--- config.mk ---
export PLATFORM = sky130hd
export DESIGN_NAME = mss_regs
export DESIGN_NICKNAME = d
export VERILOG_FILES = /design/src/mss_pkg.sv /design/src/mss_size_if.sv /design/src/mss_size_decode.sv /design/src/mss_regs.sv
export SDC_FILE = /design/constraint.sdc
export NUM_CORES = 1
export LEC_CHECK = 0
export ABC_AREA = 1
export BUFFER_PORTS_ARGS = -buffer_cell sky130_fd_sc_hd__buf_4
export CAP_MARGIN = 10
export CORE_MARGIN = 10
export CORE_UTILIZATION = 35
export CTS_CLUSTER_DIAMETER = 50
export CTS_CLUSTER_SIZE = 12
export DETAILED_ROUTE_END_ITERATION = 8
export PLACE_DENSITY = 0.74
export SYNTH_ARGS = -nofsm -noshare
export SYNTH_HDL_FRONTEND = slang
export SYNTH_SLANG_ARGS = --single-unit
--- constraint.sdc ---
create_clock -name core_clk_in -period 0.97 [get_ports core_clk_in]
set_input_delay 0.0485 -clock core_clk_in [delete_from_list [all_inputs] [get_ports core_clk_in]]
set_output_delay 0.0485 -clock core_clk_in [all_outputs]
set_load 0.005 [all_outputs]
--- src/mss_pkg.sv ---
// Constants and state type shared by the memory size select register block.
`default_nettype none
package mss_pkg;
  localparam int ADDR_W = 16;
  localparam int DATA_W = 8;
  localparam logic [15:0] MAIN_OFFSET = 16'hfff0;
  localparam logic [15:0] EXP_OFFSET = 16'hfff4;
  localparam logic [7:0] MAIN_RESET = 8'hcf;
  localparam logic [7:0] EXP_RESET = 8'h0c;
  localparam logic [7:0] MAIN_WRITE_MASK = 8'hef;
  localparam logic [7:0] EXP_WRITE_MASK = 8'h1f;
  localparam int FAST_MSB = 7;
  localparam int FAST_LSB = 5;
  localparam int PROG_MSB = 3;
  localparam int PROG_LSB = 0;
  localparam int EXPF_MSB = 4;
  localparam int EXPF_LSB = 0;
  localparam logic [2:0] FAST_1K_CODE = 3'h6;
  localparam logic [3:0] PROG_16K_CODE = 4'h4;
  localparam logic [4:0] EXP_2K_CODE = 5'h08;
  localparam logic [15:0] FAST_RAM_BYTES = 16'h0400;
  localparam logic [7:0] PROG_STORE_KBYTES = 8'h10;
  localparam logic [15:0] EXP_RAM_BYTES = 16'h0800;
  localparam logic [15:0] NO_BYTES = 16'h0000;
  localparam logic [7:0] NO_KBYTES = 8'h00;
  localparam logic [7:0] READ_IDLE = 8'h00;

  typedef struct packed {
    logic [7:0] main_sel;
    logic [7:0] exp_sel;
    logic [7:0] rdata;
    logic fast_ok;
    logic prog_ok;
    logic exp_ok;
    logic [15:0] fast_bytes;
    logic [7:0] prog_kbytes;
    logic [15:0] exp_bytes;
  } mss_state_t;
endpackage
`default_nettype wire

--- src/mss_size_if.sv ---
// Interface between the register file and its write and decode unit.
`default_nettype none
interface mss_size_if;
  logic [7:0] cur_main;
  logic [7:0] cur_exp;
  logic wr_main;
  logic wr_exp;
  logic [7:0] wdata;
  logic [7:0] next_main;
  logic [7:0] next_exp;
  logic fast_ok;
  logic prog_ok;
  logic exp_ok;
  logic [15:0] fast_bytes;
  logic [7:0] prog_kbytes;
  logic [15:0] exp_bytes;
  modport regs (output cur_main, cur_exp, wr_main, wr_exp, wdata,
    input next_main, next_exp, fast_ok, prog_ok, exp_ok, fast_bytes, prog_kbytes, exp_bytes);
  modport unit (input cur_main, cur_exp, wr_main, wr_exp, wdata,
    output next_main, next_exp, fast_ok, prog_ok, exp_ok, fast_bytes, prog_kbytes, exp_bytes);
endinterface
`default_nettype wire

--- src/mss_size_decode.sv ---
// Write masking and capacity decode for the two size select registers.
`default_nettype none
module mss_size_decode (
  mss_size_if.unit sz
);
  import mss_pkg::*;

  always_comb
  begin
    // A write always replaces the whole byte; the fixed-zero bits are forced here.
    sz.next_main = sz.wr_main ? (sz.wdata & MAIN_WRITE_MASK) : sz.cur_main;
    sz.next_exp = sz.wr_exp ? (sz.wdata & EXP_WRITE_MASK) : sz.cur_exp;
    // Decoding the next value lets a new selection act the cycle after the write.
    sz.fast_ok = (sz.next_main[FAST_MSB:FAST_LSB] == FAST_1K_CODE);
    sz.prog_ok = (sz.next_main[PROG_MSB:PROG_LSB] == PROG_16K_CODE);
    sz.exp_ok = (sz.next_exp[EXPF_MSB:EXPF_LSB] == EXP_2K_CODE);
    // Prohibited codes map no memory at all rather than guessing a size.
    sz.fast_bytes = sz.fast_ok ? FAST_RAM_BYTES : NO_BYTES;
    sz.prog_kbytes = sz.prog_ok ? PROG_STORE_KBYTES : NO_KBYTES;
    sz.exp_bytes = sz.exp_ok ? EXP_RAM_BYTES : NO_BYTES;
  end
endmodule
`default_nettype wire

--- src/mss_regs.sv ---
// Memory size select register bank on the processor memory bus.
// Function
// - Reset loads the main memory size select register with CF hex.
// - The main register is written only as a whole byte by a memory write.
// - Bits 7 to 5 select fast RAM, only the 1024-byte code is valid, and bit 4 stays zero.
// - Bits 3 to 0 select program store size, 0100 gives 16 KB, all else is prohibited.
// - Reset loads the expansion RAM size select register with 0C hex.
// - The expansion register is written only as a whole byte by a memory write.
// - Bits 4 to 0 select expansion RAM, 01000 gives 2048 bytes, and bits 7 to 5 stay zero.
`default_nettype none
module mss_regs (
  input wire logic core_clk_in,
  input wire logic rst_in,
  input wire logic ce_in,
  input wire logic [mss_pkg::ADDR_W-1:0] addr_in,
  input wire logic wr_in,
  input wire logic [mss_pkg::DATA_W-1:0] wdata_in,
  input wire logic rd_in,
  output logic [mss_pkg::DATA_W-1:0] rdata_out,
  output logic [mss_pkg::DATA_W-1:0] main_memory_size_select_out,
  output logic [mss_pkg::DATA_W-1:0] expansion_ram_size_select_out,
  output logic fast_ram_ok_out,
  output logic [15:0] fast_ram_bytes_out,
  output logic program_store_ok_out,
  output logic [7:0] program_store_kbytes_out,
  output logic expansion_ok_out,
  output logic [15:0] expansion_bytes_out
);
  import mss_pkg::*;

  mss_state_t state;
  mss_state_t next_state;
  mss_size_if sz ();

  ////////////////////////////////////////////////////////////////////////////////
  mss_size_decode u_decode (
    .sz(sz)
  );

  assign sz.cur_main = state.main_sel;
  assign sz.cur_exp = state.exp_sel;
  // The bus has no bit-level write path, so only full byte stores reach the registers.
  assign sz.wr_main = ce_in && wr_in && (addr_in == MAIN_OFFSET);
  assign sz.wr_exp = ce_in && wr_in && (addr_in == EXP_OFFSET);
  assign sz.wdata = wdata_in;

  ////////////////////////////////////////////////////////////////////////////////
  always_comb
  begin
    next_state = state;
    if (ce_in)
    begin
      next_state.main_sel = sz.next_main;
      next_state.exp_sel = sz.next_exp;
      next_state.fast_ok = sz.fast_ok;
      next_state.prog_ok = sz.prog_ok;
      next_state.exp_ok = sz.exp_ok;
      next_state.fast_bytes = sz.fast_bytes;
      next_state.prog_kbytes = sz.prog_kbytes;
      next_state.exp_bytes = sz.exp_bytes;
      // Unmapped or idle reads return zero while ce_in is high; with ce_in low the last byte is held.
      next_state.rdata = READ_IDLE;
      if (rd_in && (addr_in == MAIN_OFFSET))
      begin
        next_state.rdata = state.main_sel;
      end
      else if (rd_in && (addr_in == EXP_OFFSET))
      begin
        next_state.rdata = state.exp_sel;
      end
    end
  end

  always_ff @(posedge core_clk_in or posedge rst_in)
  begin
    if (rst_in)
    begin
      state.main_sel <= MAIN_RESET;
      state.exp_sel <= EXP_RESET;
      state.rdata <= READ_IDLE;
      // The reset code already selects valid fast RAM; program store and expansion RAM
      // stay unmapped until software writes its settings.
      state.fast_ok <= 1'b1;
      state.prog_ok <= 1'b0;
      state.exp_ok <= 1'b0;
      state.fast_bytes <= FAST_RAM_BYTES;
      state.prog_kbytes <= NO_KBYTES;
      state.exp_bytes <= NO_BYTES;
    end
    else
    begin
      state <= next_state;
    end
  end

  assign rdata_out = state.rdata;
  assign main_memory_size_select_out = state.main_sel;
  assign expansion_ram_size_select_out = state.exp_sel;
  assign fast_ram_ok_out = state.fast_ok;
  assign fast_ram_bytes_out = state.fast_bytes;
  assign program_store_ok_out = state.prog_ok;
  assign program_store_kbytes_out = state.prog_kbytes;
  assign expansion_ok_out = state.exp_ok;
  assign expansion_bytes_out = state.exp_bytes;
endmodule
`default_nettype wire

Word level (Yosys, flattened, before mapping). Index checks and enable logic that the tools add are counted.

Register bits: 63. Latch bits: 0. Bits in writable memories: 0. ROM bits: 0. Input port bits: 29. Output and inout bits: 67. Word-level logic and storage cells: 26. Memories kept: 0.

Add/sub/neg operators: 0. Multiply operators: 0. Div/mod/pow operators: 0. $lt $le $gt $ge: 0. Equal/unequal tests: 5. Shift-type cells: 0. Mux-type cells: 7. Bitwise gates (word level): 0. Reduce and logical (&&, ||, !) cells: 5.

Operators with widths (count): == test 16 bit (second input constant) (2); two-way mux 8 bit (2); two-way mux 5 bit (3); two-way mux 12 bit (1); two-way mux 11 bit (1); == test 5 x 4 -> 1 bit (second input constant) (1); logical AND 1 bit (5); == test 4 x 3 -> 1 bit (second input constant) (1); == test 3 bit (second input constant) (1).

Depth between registers and ports, before layout. Gate-level depths: netlist (run 1).

Depth after elaboration: 5. Depth in mapped cells: 12. Gate-level depth less buffers: 12.

Modules after synthesis. A second synthesis (run 1) with hierarchy kept.

Cells, all modules: 447. Area total of the unflattened synthesis: 3434.5 µm².

By module, submodules not included: mss_regs (times used 1, cells each 340, area an instance 2859.0 µm², seq. area each 1689.1 µm²); mss_size_decode (times used 1, cells each 107, area an instance 575.6 µm², seq. area each 0.0 µm²).

Least setup slack after synthesis (run 1). OpenSTA, ideal clock, no wires.

Kind: reg2reg. Start: register state (netlist bit main_memory_size_select_out[1]). End: register state (netlist bit program_store_ok_out). Library setup time: 0.116 ns. Arrival time: 0.840 ns. Data required time: 0.854 ns. Path slack: 0.014 ns. Cell stages (with the launch flop): 8. Path buffers: 0. Period minus slack after synthesis: 0.956 ns. Cell sequence: dfstp_2 inv_1 nand2_1 o21ai_1 nand2_1 inv_1 nand2_1 nand2_1.

Longest elaborated chain between the ends: 2.

RTL lines: start: declaration (RTL line mss_regs.sv:31) `mss_state_t state;`; start signal: assignment (RTL line mss_regs.sv:92) `state <= next_state;`; two-way mux 8 bit (RTL line mss_size_decode.sv:11) `sz.next_main = sz.wr_main ? (sz.wdata & MAIN_WRITE_MASK) : sz.cur_main;`; == test 4 x 3 -> 1 bit (RTL line mss_size_decode.sv:15) `sz.prog_ok = (sz.next_main[PROG_MSB:PROG_LSB] == PROG_16K_CODE);`.

Every way passes these cells. A chain may end at the register's enable or synchronous reset.

Worst setup path after layout (run 1).
Start: register state (netlist bit expansion_ram_size_select_out[3]). End: output port expansion_ram_size_select_out[3] (netlist name).

RTL lines: end: declaration (RTL line mss_regs.sv:21) `output logic [mss_pkg::DATA_W-1:0] expansion_ram_size_select_out,`.

No word-level cell between the ends.

==> results of run 1 <==
[where the power goes]
| group | switching (uW) | internal (uW) |
|---|---|---|
| logic | 146 | 123 |
| clock network | 298 | 293 |
| registers | 4.97 | 969 |
| total | 449 | 1380 |
[path summary, 6_finish.rpt]
kind,startpoint,end,cells after the start
setup / recovery,expansion_ram_size_select_out[3],expansion_ram_size_select_out[3],2
hold reg to reg,fast_ram_ok_out,fast_ram_ok_out,2
min in group asynchronous,rst_in,rdata_out[5],4
hold / removal,wdata_in[1],main_memory_size_select_out[1],3
setup reg to reg,main_memory_size_select_out[1],program_store_ok_out,7
max in group asynchronous,rst_in,fast_ram_ok_out,4
[logic make-up after synthesis]
family | Yosys count | synth area share (%)
buf+inv | 76 | 29.36
flops | 23 | 37.73
simple gates | 89 | 26.63
compound gates | 15 | 6.034
other cells | 1 | 0.2411
[metrics by stage]
step                cell area [um2]  instances  setup slack [ns]  hold WS [ns]  utilization [%]
detailed placement             1977        321           -0.1791        0.1200            45.72
finish                         2111        327          -0.07237       0.03950            48.81
CTS                            2077        327          -0.07276       0.02807            48.03
global placement               1977        321           -0.1692        0.1104            45.72
floorplan                      1705        244           0.01363       0.04375                -
global route                   2111        327           -0.1249       0.04504            48.81
[flip-flops by register name, summed over array words and instances, names as in the netlist]
| signal | flops |
|---|---|
| fast_ram_ok_out | 1 |
| main_memory_size_select_out | 7 |
| rdata_out | 8 |
| expansion_bytes_out | 1 |
| expansion_ram_size_select_out | 5 |
| program_store_ok_out | 1 |
[worst max-delay path, stage by stage, from the launching register on]
cell and delay, ns:
dfstp_2 0.54, buf_6 0.10, buf_6 0.09
[synthesized netlist by cell type (all sizes together)]
library cell | number | area share [%]
dfrtp | 14 | 23
nand3 | 12 | 5.3
o22ai | 1 | 0.40
conb | 1 | 0.24
a21oi | 4 | 1.3
o31ai | 1 | 0.80
o21ai | 8 | 3.1
inv | 29 | 7.0
clkbuf | 1 | 0.24
clkinv | 1 | 0.56
dfstp | 9 | 15
buf | 45 | 22
nand2 | 61 | 15
nor2 | 16 | 6.1
a22oi | 1 | 0.48
[routing by layer]
layer	vias to the layer above	GRT usage, %	routed length (um)
met3	6	2.627	327
met1	610	10.44	1506
li1	671	-	-
met2	49	18.79	2160
met4	0	3.093	48
met5	-	0	0
[what timing repair did]
action	CTS	global route
hold endpoints to repair	14	0
gates resized for setup	11	10
pin swaps	5	2
buffers inserted	1	0
setup endpoints to repair	9	15
hold buffers	1	0
[area by class of cell]
type,count,area (um2),area share [%]
Multi-Input combinational cell,145,684.4,32.42
Timing Repair Buffer,73,611.8,28.99
Sequential cell,23,586.8,27.80
Inverter,30,117.6,5.572
Tap cell,52,65.06,3.082
Clock buffer,4,45.04,2.134
==> metrics.txt, run 1 <==
# DRC=0; HP Class=in -> reg; global-route wire length before repair=6251 um; Seq/Total Area, Yosys=a little under two fifths; number of buffers added on ports=54; TritonCTS clock tree=done; Ports=between 90 and 100; Final Cycle Share=107.5%; Via density=just over 4; 1st-iter DRT viols=64; failing checks=setup timing; final setup violation count=7; CP Class=reg -> out; cell count after synthesis=204; most common cell after layout, fill and taps aside=buf_4; Slew Limit Fails=0; area delta synth->final=35.72%; P per Cell Area=a little under 900 nW/um2; WL final=roughly 4000 um; fillers=around 420; Mean Syn Cell Area=about 7.6 um2; HPWL after DPL=about 3400 um; clock root buffer=clkbuf_8; pin count of the biggest net entering global routing=24; chip width=about 87 um; vias in the first global route=approximately 1,400; initial antenna violation count=0; overall power=approximately 1800 uW; Synth Register Bits=23; Hold Vio Cnt, Final=0; number of CTS-inserted buffers=3; H-tree depth=1; maximum vdd drop=469.9 uV; worst endpoint required time=between 0.9 and 1 ns; Yosys Warn Count=0; Unique masters post-synth=24; worst reg2reg setup slack=-0.05 ns; LEAKAGE=about 0.0012 uW; CP max FO=2; Avg WL per Cell=12.36 um; achievable frequency=roughly 0.96 GHz; grt total ovfl=0; most frequent cells in the layout=buf_4 (58), nand2_1 (56), conb_1 (41); mapped cell area=~1600 um2; post-route ant nets=0; min setup slack post-route=-0.07237 ns; clock tree buffer depth=2; Die Area=7510 um2; skew final=0.0008589 ns; Worst-path clk slew=0.08 ns; RD Place Congestion=just over 0.8; core area=about 4300 um2; nets=approximately 310; Fin Setup TNS=-0.2641 ns; CTS sink count=23; Worst Setup End Kind=primary output; Skew-Pair Late Insertion Delay=0.26 ns; maxcap violations=0; Initial Util=a little over a third; vias=approximately 1,300; Ant. Diodes=0; CP Data Arrival Time=0.99 ns; ratio of cells with drive above 1 in the final layout=between 30% and 40%; CP startpoint kind=flop; unrepaired setup endpoints after global routing=yes; status=finished with violations; Die Y=between 80 and 90 um; FP Rows=24; Overall Global Routing Usage=9.987%; Final min period=1.042 ns; drt pass-1 iters=4
Power figures use the tool's default switching activity.
==> inputs of run 2 (changes only) <==
--- a/config.mk
+++ b/config.mk
@@ -14,6 +14,7 @@
 export CTS_CLUSTER_SIZE = 12
 export DETAILED_ROUTE_END_ITERATION = 8
 export PLACE_DENSITY = 0.74
+export RECOVER_POWER = 100
 export SYNTH_ARGS = -nofsm -noshare
 export SYNTH_HDL_FRONTEND = slang
 export SYNTH_SLANG_ARGS = --single-unit
==> run 2 against run 1 <==
Net effect:
- the run still ends with setup timing left
- setup slack is essentially flat
- routed wire length up 0.42%
- first-iteration DRC count is 6.3% higher
- via count grew 0.30%
- total power up 0.14%
- sequential cell count unchanged
- register-to-register slack about the same
- critical path type unchanged
- critical endpoint unchanged
- highest routed layer unchanged
==> metrics.txt, run 2 (synthesis results as in run 1) <==
core area=4324 um2; Overall Global Routing Usage=~10%; HPWL after DPL=around 3400 um; number of buffers added on ports=54; RD Place Congestion=slightly above 0.8; ratio of cells with drive above 1 in the final layout=roughly two fifths; skew final=roughly 0.0014 ns; Slew Limit Fails=0; CP max stage delay=about 0.54 ns; failing checks=setup timing; CP max FO=2; HP Class=in -> reg; TritonCTS clock tree=done; Via density=around 4.1; actual slew at the worst max-slew pin=about 0.57 ns; most used cell, CP=buf_6; Hold Vio Cnt, Final=0; Skew-Pair Late Insertion Delay=around 0.26 ns; Final Cycle Share=107.5%; max reg flops=8; min setup slack post-route=-0.07259 ns; LEAKAGE=~0.0012 uW; most frequent cells in the layout=nand2_1 (56), buf_4 (56), conb_1 (41); CP delay by family, top=flip-flops; switching share of total power=24.66%; 1st-iter DRT viols=68; Slowest-stage cell, CP=dfstp_2; FP Rows=24; achievable frequency=approximately 0.96 GHz; grt total ovfl=0; H-tree depth=1; overall power=~1800 uW; Final min period=~1.0 ns; unrepaired setup endpoints after global routing=yes; Fin Setup TNS=-0.2792 ns; P per Cell Area=~870 nW/um2; Initial Util=about 36%; maximum vdd drop=474.5 uV; CTS sink count=23; Clock power frac=between 30% and 40%; number of CTS-inserted buffers=3; maxcap violations=0; Avg WL per Cell=roughly 12 um; Worst Path Buf+Inv=2; final setup violation count=8; global-route wire length before repair=6251 um; Ant. Diodes=0; Worst Setup End Kind=primary output; CP Class=reg -> out; post-route ant nets=0; worst endpoint required time=a little over 0.9 ns; CP startpoint kind=flop; vias=roughly 1,300; Worst-path clk slew=about 0.08 ns; crit path cell chain=buf_6, buf_6; Slew headroom=between 60% and 70%; pin count of the biggest net entering global routing=24; Combinational Power Share=between 10% and 20%; Die Area=7510 um2; initial antenna violation count=0; chip width=approximately 87 um; status=finished with violations; drt pass-1 iters=4; Ports=96; Int Pwr=between 1000 and 1500 uW; Seq pwr share=a little over half; area delta synth->final=35.24%; vias in the first global route=1,392; NetSw=between 400 and 500 uW; WL final=4059 um; Die Y=between 80 and 90 um; # DRC=0; CP Data Arrival Time=between 0.9 and 1 ns; clock root buffer=clkbuf_8; nets=approximately 300; clock tree buffer depth=2; Fin Hold WS=~0.041 ns
-- run 2: changes by cell type in the layout (fill, tap and decap cells not counted) --
cell / previous run / this run
clkbuf_2: 0 / 1
buf_4: 58 / 56
nand3_2: 2 / 1
clkbuf_4: 0 / 1
nand3_1: 9 / 10
-- run 2: routing by layer --
layer	vias to the layer above	wire length (um)	global-route usage (%)
met1	613	1509	10.44
met3	6	342	2.627
li1	670	-	-
met5	-	0	0
met4	0	48	3.093
met2	51	2158	18.79
-- run 2: cell type report --
cell class / count / area (um2)
Clock buffer: 4 / 45.04
Fill cell: 423 / 2221
Inverter: 30 / 117.6
Multi-Input combinational cell: 145 / 679.4
Sequential cell: 23 / 586.8
Tap cell: 52 / 65.06
Timing Repair Buffer: 73 / 609.3
-- run 2: metrics by stage --
stage | util [%] | setup slack (ns) | instances | area, um2
finish | 48.64 | -0.07259 | 327 | 2103
global placement | 45.72 | -0.1692 | 321 | 1977
global route | 48.64 | -0.1249 | 327 | 2103
CTS | 48.03 | -0.07276 | 327 | 2077
detailed placement | 45.72 | -0.1791 | 321 | 1977
floorplan | - | 0.01363 | 244 | 1705
-- run 2: power by group through the flow --
stage               Sequential, uW  Clock [uW]  Combinational [uW]
global route                   975         655                 300
CTS                            974         612                 261
detailed placement             991           0                 258
global placement               991           0                 255
floorplan                      991           0                 229
finish                         974         595                 267
-- run 2: timing repair --
action / in CTS / in global routing
hold buffers: 1 / 0
setup buffers: 1 / 0
pin swaps: 5 / 2
endpoints found under the setup margin: 9 / 15
hold endpoints to repair: 14 / 0
resized for setup: 11 / 10
gates cloned: 0 / 0
-- run 2: final timing paths --
path / from / end / slack (ns) / cells past startpoint
min in group asynchronous: rst_in / rdata_out[6] / 0.48 / 4
setup / recovery: expansion_ram_size_select_out[3] / expansion_ram_size_select_out[3] / -0.07 / 2
hold reg to reg: fast_ram_ok_out / fast_ram_ok_out / 0.49 / 2
setup reg to reg: main_memory_size_select_out[1] / program_store_ok_out / -0.05 / 7
max in group asynchronous: rst_in / main_memory_size_select_out[2] / 0.11 / 4
hold / removal: wdata_in[1] / main_memory_size_select_out[1] / 0.04 / 3
-- run 2: worst reg2reg max path, cell delays in order, from the launching register on --
cell,delay [ns]
dfstp_2,0.55
inv_1,0.04
nand2_1,0.06
o21ai_1,0.08
nand2_1,0.07
inv_1,0.04
nand2_1,0.05
nand2_1,0.05
==> inputs of run 3 (changes only) <==
--- a/config.mk
+++ b/config.mk
@@ -13,8 +13,9 @@
 export CTS_CLUSTER_DIAMETER = 50
 export CTS_CLUSTER_SIZE = 12
 export DETAILED_ROUTE_END_ITERATION = 8
-export PLACE_DENSITY = 0.74
+export PLACE_DENSITY = 0.63
 export RECOVER_POWER = 100
 export SYNTH_ARGS = -nofsm -noshare
 export SYNTH_HDL_FRONTEND = slang
+export SYNTH_HIERARCHICAL = 1
 export SYNTH_SLANG_ARGS = --single-unit
==> run 3 against run 2 <==
Net effect:
- the flow still finishes with violations (setup timing)
- synthesized cell count up 120%
- global-route usage up 4.4 points
- total power rose to 3.8 times the previous value
- clock skew up 0.014 ns
- count of clock-buffer cells in the layout up 7
- routed wire length rose to 2.6 times the previous value
- synthesized area up 120%
- via count up 140%
- critical endpoint is now main_memory_size_select_out[1]
- highest routed layer unchanged
==> metrics.txt, run 3 <==
Slew Limit Fails=0; Worst Setup End Kind=primary output; NetSw=approximately 1900 uW; Skew-Pair Late Insertion Delay=0.35 ns; pin count of the biggest net entering global routing=48; cell taking the most area after synthesis=dfrtp_1; P per Cell Area=approximately 1300 nW/um2; Area contributors post-synth=dfrtp_1 (42%), nand2_1 (26%), buf_4 (9.8%), dfstp_2 (7.7%), inv_1 (3.4%); number of buffers added on ports=95; Clock power frac=around a third; CP Class=reg -> out; Die Y=119.1 um; vias=about 3,300; final design utilization=54.42%; global-route wire length before repair=between 15,000 and 20,000 um; # DRC=0; clock tree buffer depth=2; actual slew at the worst max-slew pin=0.5371 ns; overall power=between 7000 and 8000 uW; RD Place Congestion=0.8036; TritonCTS clock tree=done; Slew headroom=64.19%; CP Launch Point=main_memory_size_select_out[1]; final setup violation count=36; Unique masters post-synth=23; core area=approximately 9700 um2; Post-synth EDFFs=0; worst endpoint required time=roughly 0.92 ns; nets=between 600 and 700; critical path endpoint=main_memory_size_select_out[1]; mapped cell area=approximately 3400 um2; worst r2r src=main_memory_size_select_out[6]; switching share of total power=27.20%; chip width=roughly 120 um; LEAKAGE=about 0.0030 uW; HP Class=in -> reg; failing checks=setup timing; Combinational Power Share=between 20% and 30%; status=finished with violations; Die Area=14,180 um2; min setup slack post-route=-0.1684 ns; Via density=roughly 4.3; Int Pwr=between 5000 and 6000 uW; skew final=between 0.015 and 0.02 ns; Ant. Diodes=0; number of CTS-inserted buffers=9; maximum vdd drop=slightly above 800 uV; cell count after synthesis=447; R2R cell count=6; HPWL after DPL=about 6700 um; ys flop type=dfrtp_1; Final Cycle Share=117.4%; 1st-iter DRT viols=180; Ports=96; most frequent cells in the layout=nand2_1 (227), buf_4 (84), buf_6 (64); WL final=10,420 um; unrepaired setup endpoints after global routing=yes; achievable frequency=~0.88 GHz; initial antenna violation count=0; Final min period=around 1.1 ns; grt total ovfl=0; maxcap violations=0; H-tree depth=3; FP Rows=36; Avg WL per Cell=between 10 and 15 um; share of the synthesized area in the top cell type=between 40% and 50%; ratio of cells with drive above 1 in the final layout=about two fifths; CP max FO=2; Seq/Total Area, Yosys=between 40% and 50%; most common cell after layout, fill and taps aside=nand2_1; asr flop ratio synth=between 90% and 100%; Initial Util=roughly 35%; drt pass-1 iters=4; most frequent cells after synthesis=nand2_1 (241), dfrtp_1 (57), buf_4 (45); CP Data Arrival Time=1.09 ns; Hold Vio Cnt, Final=0; Worst-path clk slew=0.07 ns; most numerous cell in the Yosys netlist=nand2_1; Mean Syn Cell Area=~7.7 um2; CP startpoint kind=flop; clock root buffer=clkbuf_8; CTS sink count=67; worst reg2reg setup slack=-0.16 ns; Synth Register Bits=67; post-route ant nets=0; Overall Global Routing Usage=approximately 14%; area delta synth->final=53.44%; Yosys Warn Count=6; FF-to-FF End=fast_ram_bytes_out[10]; vias in the first global route=between 3,000 and 4,000; Seq pwr share=44.9%
[run 3: changes by cell type after synthesis, moves of 4 or more]
cell | before | now
a21oi_1 | 4 | 0
buf_2 | 1 | 6
dfrtp_1 | 14 | 57
inv_1 | 27 | 31
nand2_1 | 58 | 241
nand4_1 | 0 | 8
o21ai_0 | 2 | 9
o21ai_1 | 4 | 0
[run 3: stage by stage]
stage	hold slack (ns)	cell area [um2]	worst slack, ns	TNS, ns	instances
2_1_floorplan	0.1952	3617	-0.4436	-4.888	483
3_3_place_gp	0.1295	4344	-0.5566	-9.348	684
3_5_place_dp	0.1416	4344	-0.5831	-10.16	684
4_1_cts	0.04316	4956	-0.1755	-3.259	727
5_1_grt	0.1666	5270	-0.2433	-5.592	748
6_report	0.1198	5270	-0.1684	-3.754	748
[run 3: kinds of logic after synthesis]
group                  synth area share, %
flip-flops                           49.18
other                               0.1092
AND/OR/NAND/NOR                      32.90
AO/OA/AOI/OAI                        1.311
buffers and inverters                16.50
[run 3: worst max-delay path: stages (launching register included)]
cell and delay [ns]:
dfstp_2 0.55, buf_6 0.11, buf_6 0.09
[run 3: power groups by stage]
stage	Sequential [uW]	Combinational [uW]	Clock, uW
after CTS	3130	1290	2530
after detailed placement	3190	1110	0
after floorplan	3200	559	0
after global placement	3180	1080	0
final	3150	1400	2460
after global routing	3170	1550	2670
[run 3: how the worst min path moves through the flow]
| stage | cells after the start | end | start |
|---|---|---|---|
| 6_report | 7 | main_memory_size_select_out[7] | wdata_in[7] |
| 5_1_grt | 5 | rdata_out[6] | rd_in |
| 4_1_cts | 5 | main_memory_size_select_out[6] | wdata_in[6] |
| 3_5_place_dp | 3 | fast_ram_bytes_out[14] | rst_in |
| 3_3_place_gp | 3 | expansion_bytes_out[14] | rst_in |
| 2_1_floorplan | 1 | expansion_bytes_out[0] | rst_in |
[run 3: repair_timing]
item | 4_1_cts | 5_1_grt
endpoints found under the hold margin | 57 | 0
setup buffers | 24 | 23
hold buffers | 1 | 0
endpoints found under the setup margin | 34 | 72
pin swaps | 24 | 35
resized for setup | 62 | 62
gates cloned | 2 | 0
[run 3: final cells by class]
type	instances	area [um2]
clock buffer	11	151.4
clock inverter	5	58.81
fill	904	4414
inverter	33	127.6
multi-input combinational	324	1489
sequential	67	1689
tap	133	166.4
timing repair buffer	175	1588
[run 3: metal layers]
metal / part of all wire (%) / up-vias / GRT usage (%)
met3: 6.3 / 16 / 3.637
met4: 1.8 / 0 / 5.420
li1: - / 1590 / -
met2: 53 / 97 / 24.65
met1: 39 / 1547 / 16.86
met5: 0 / - / 0
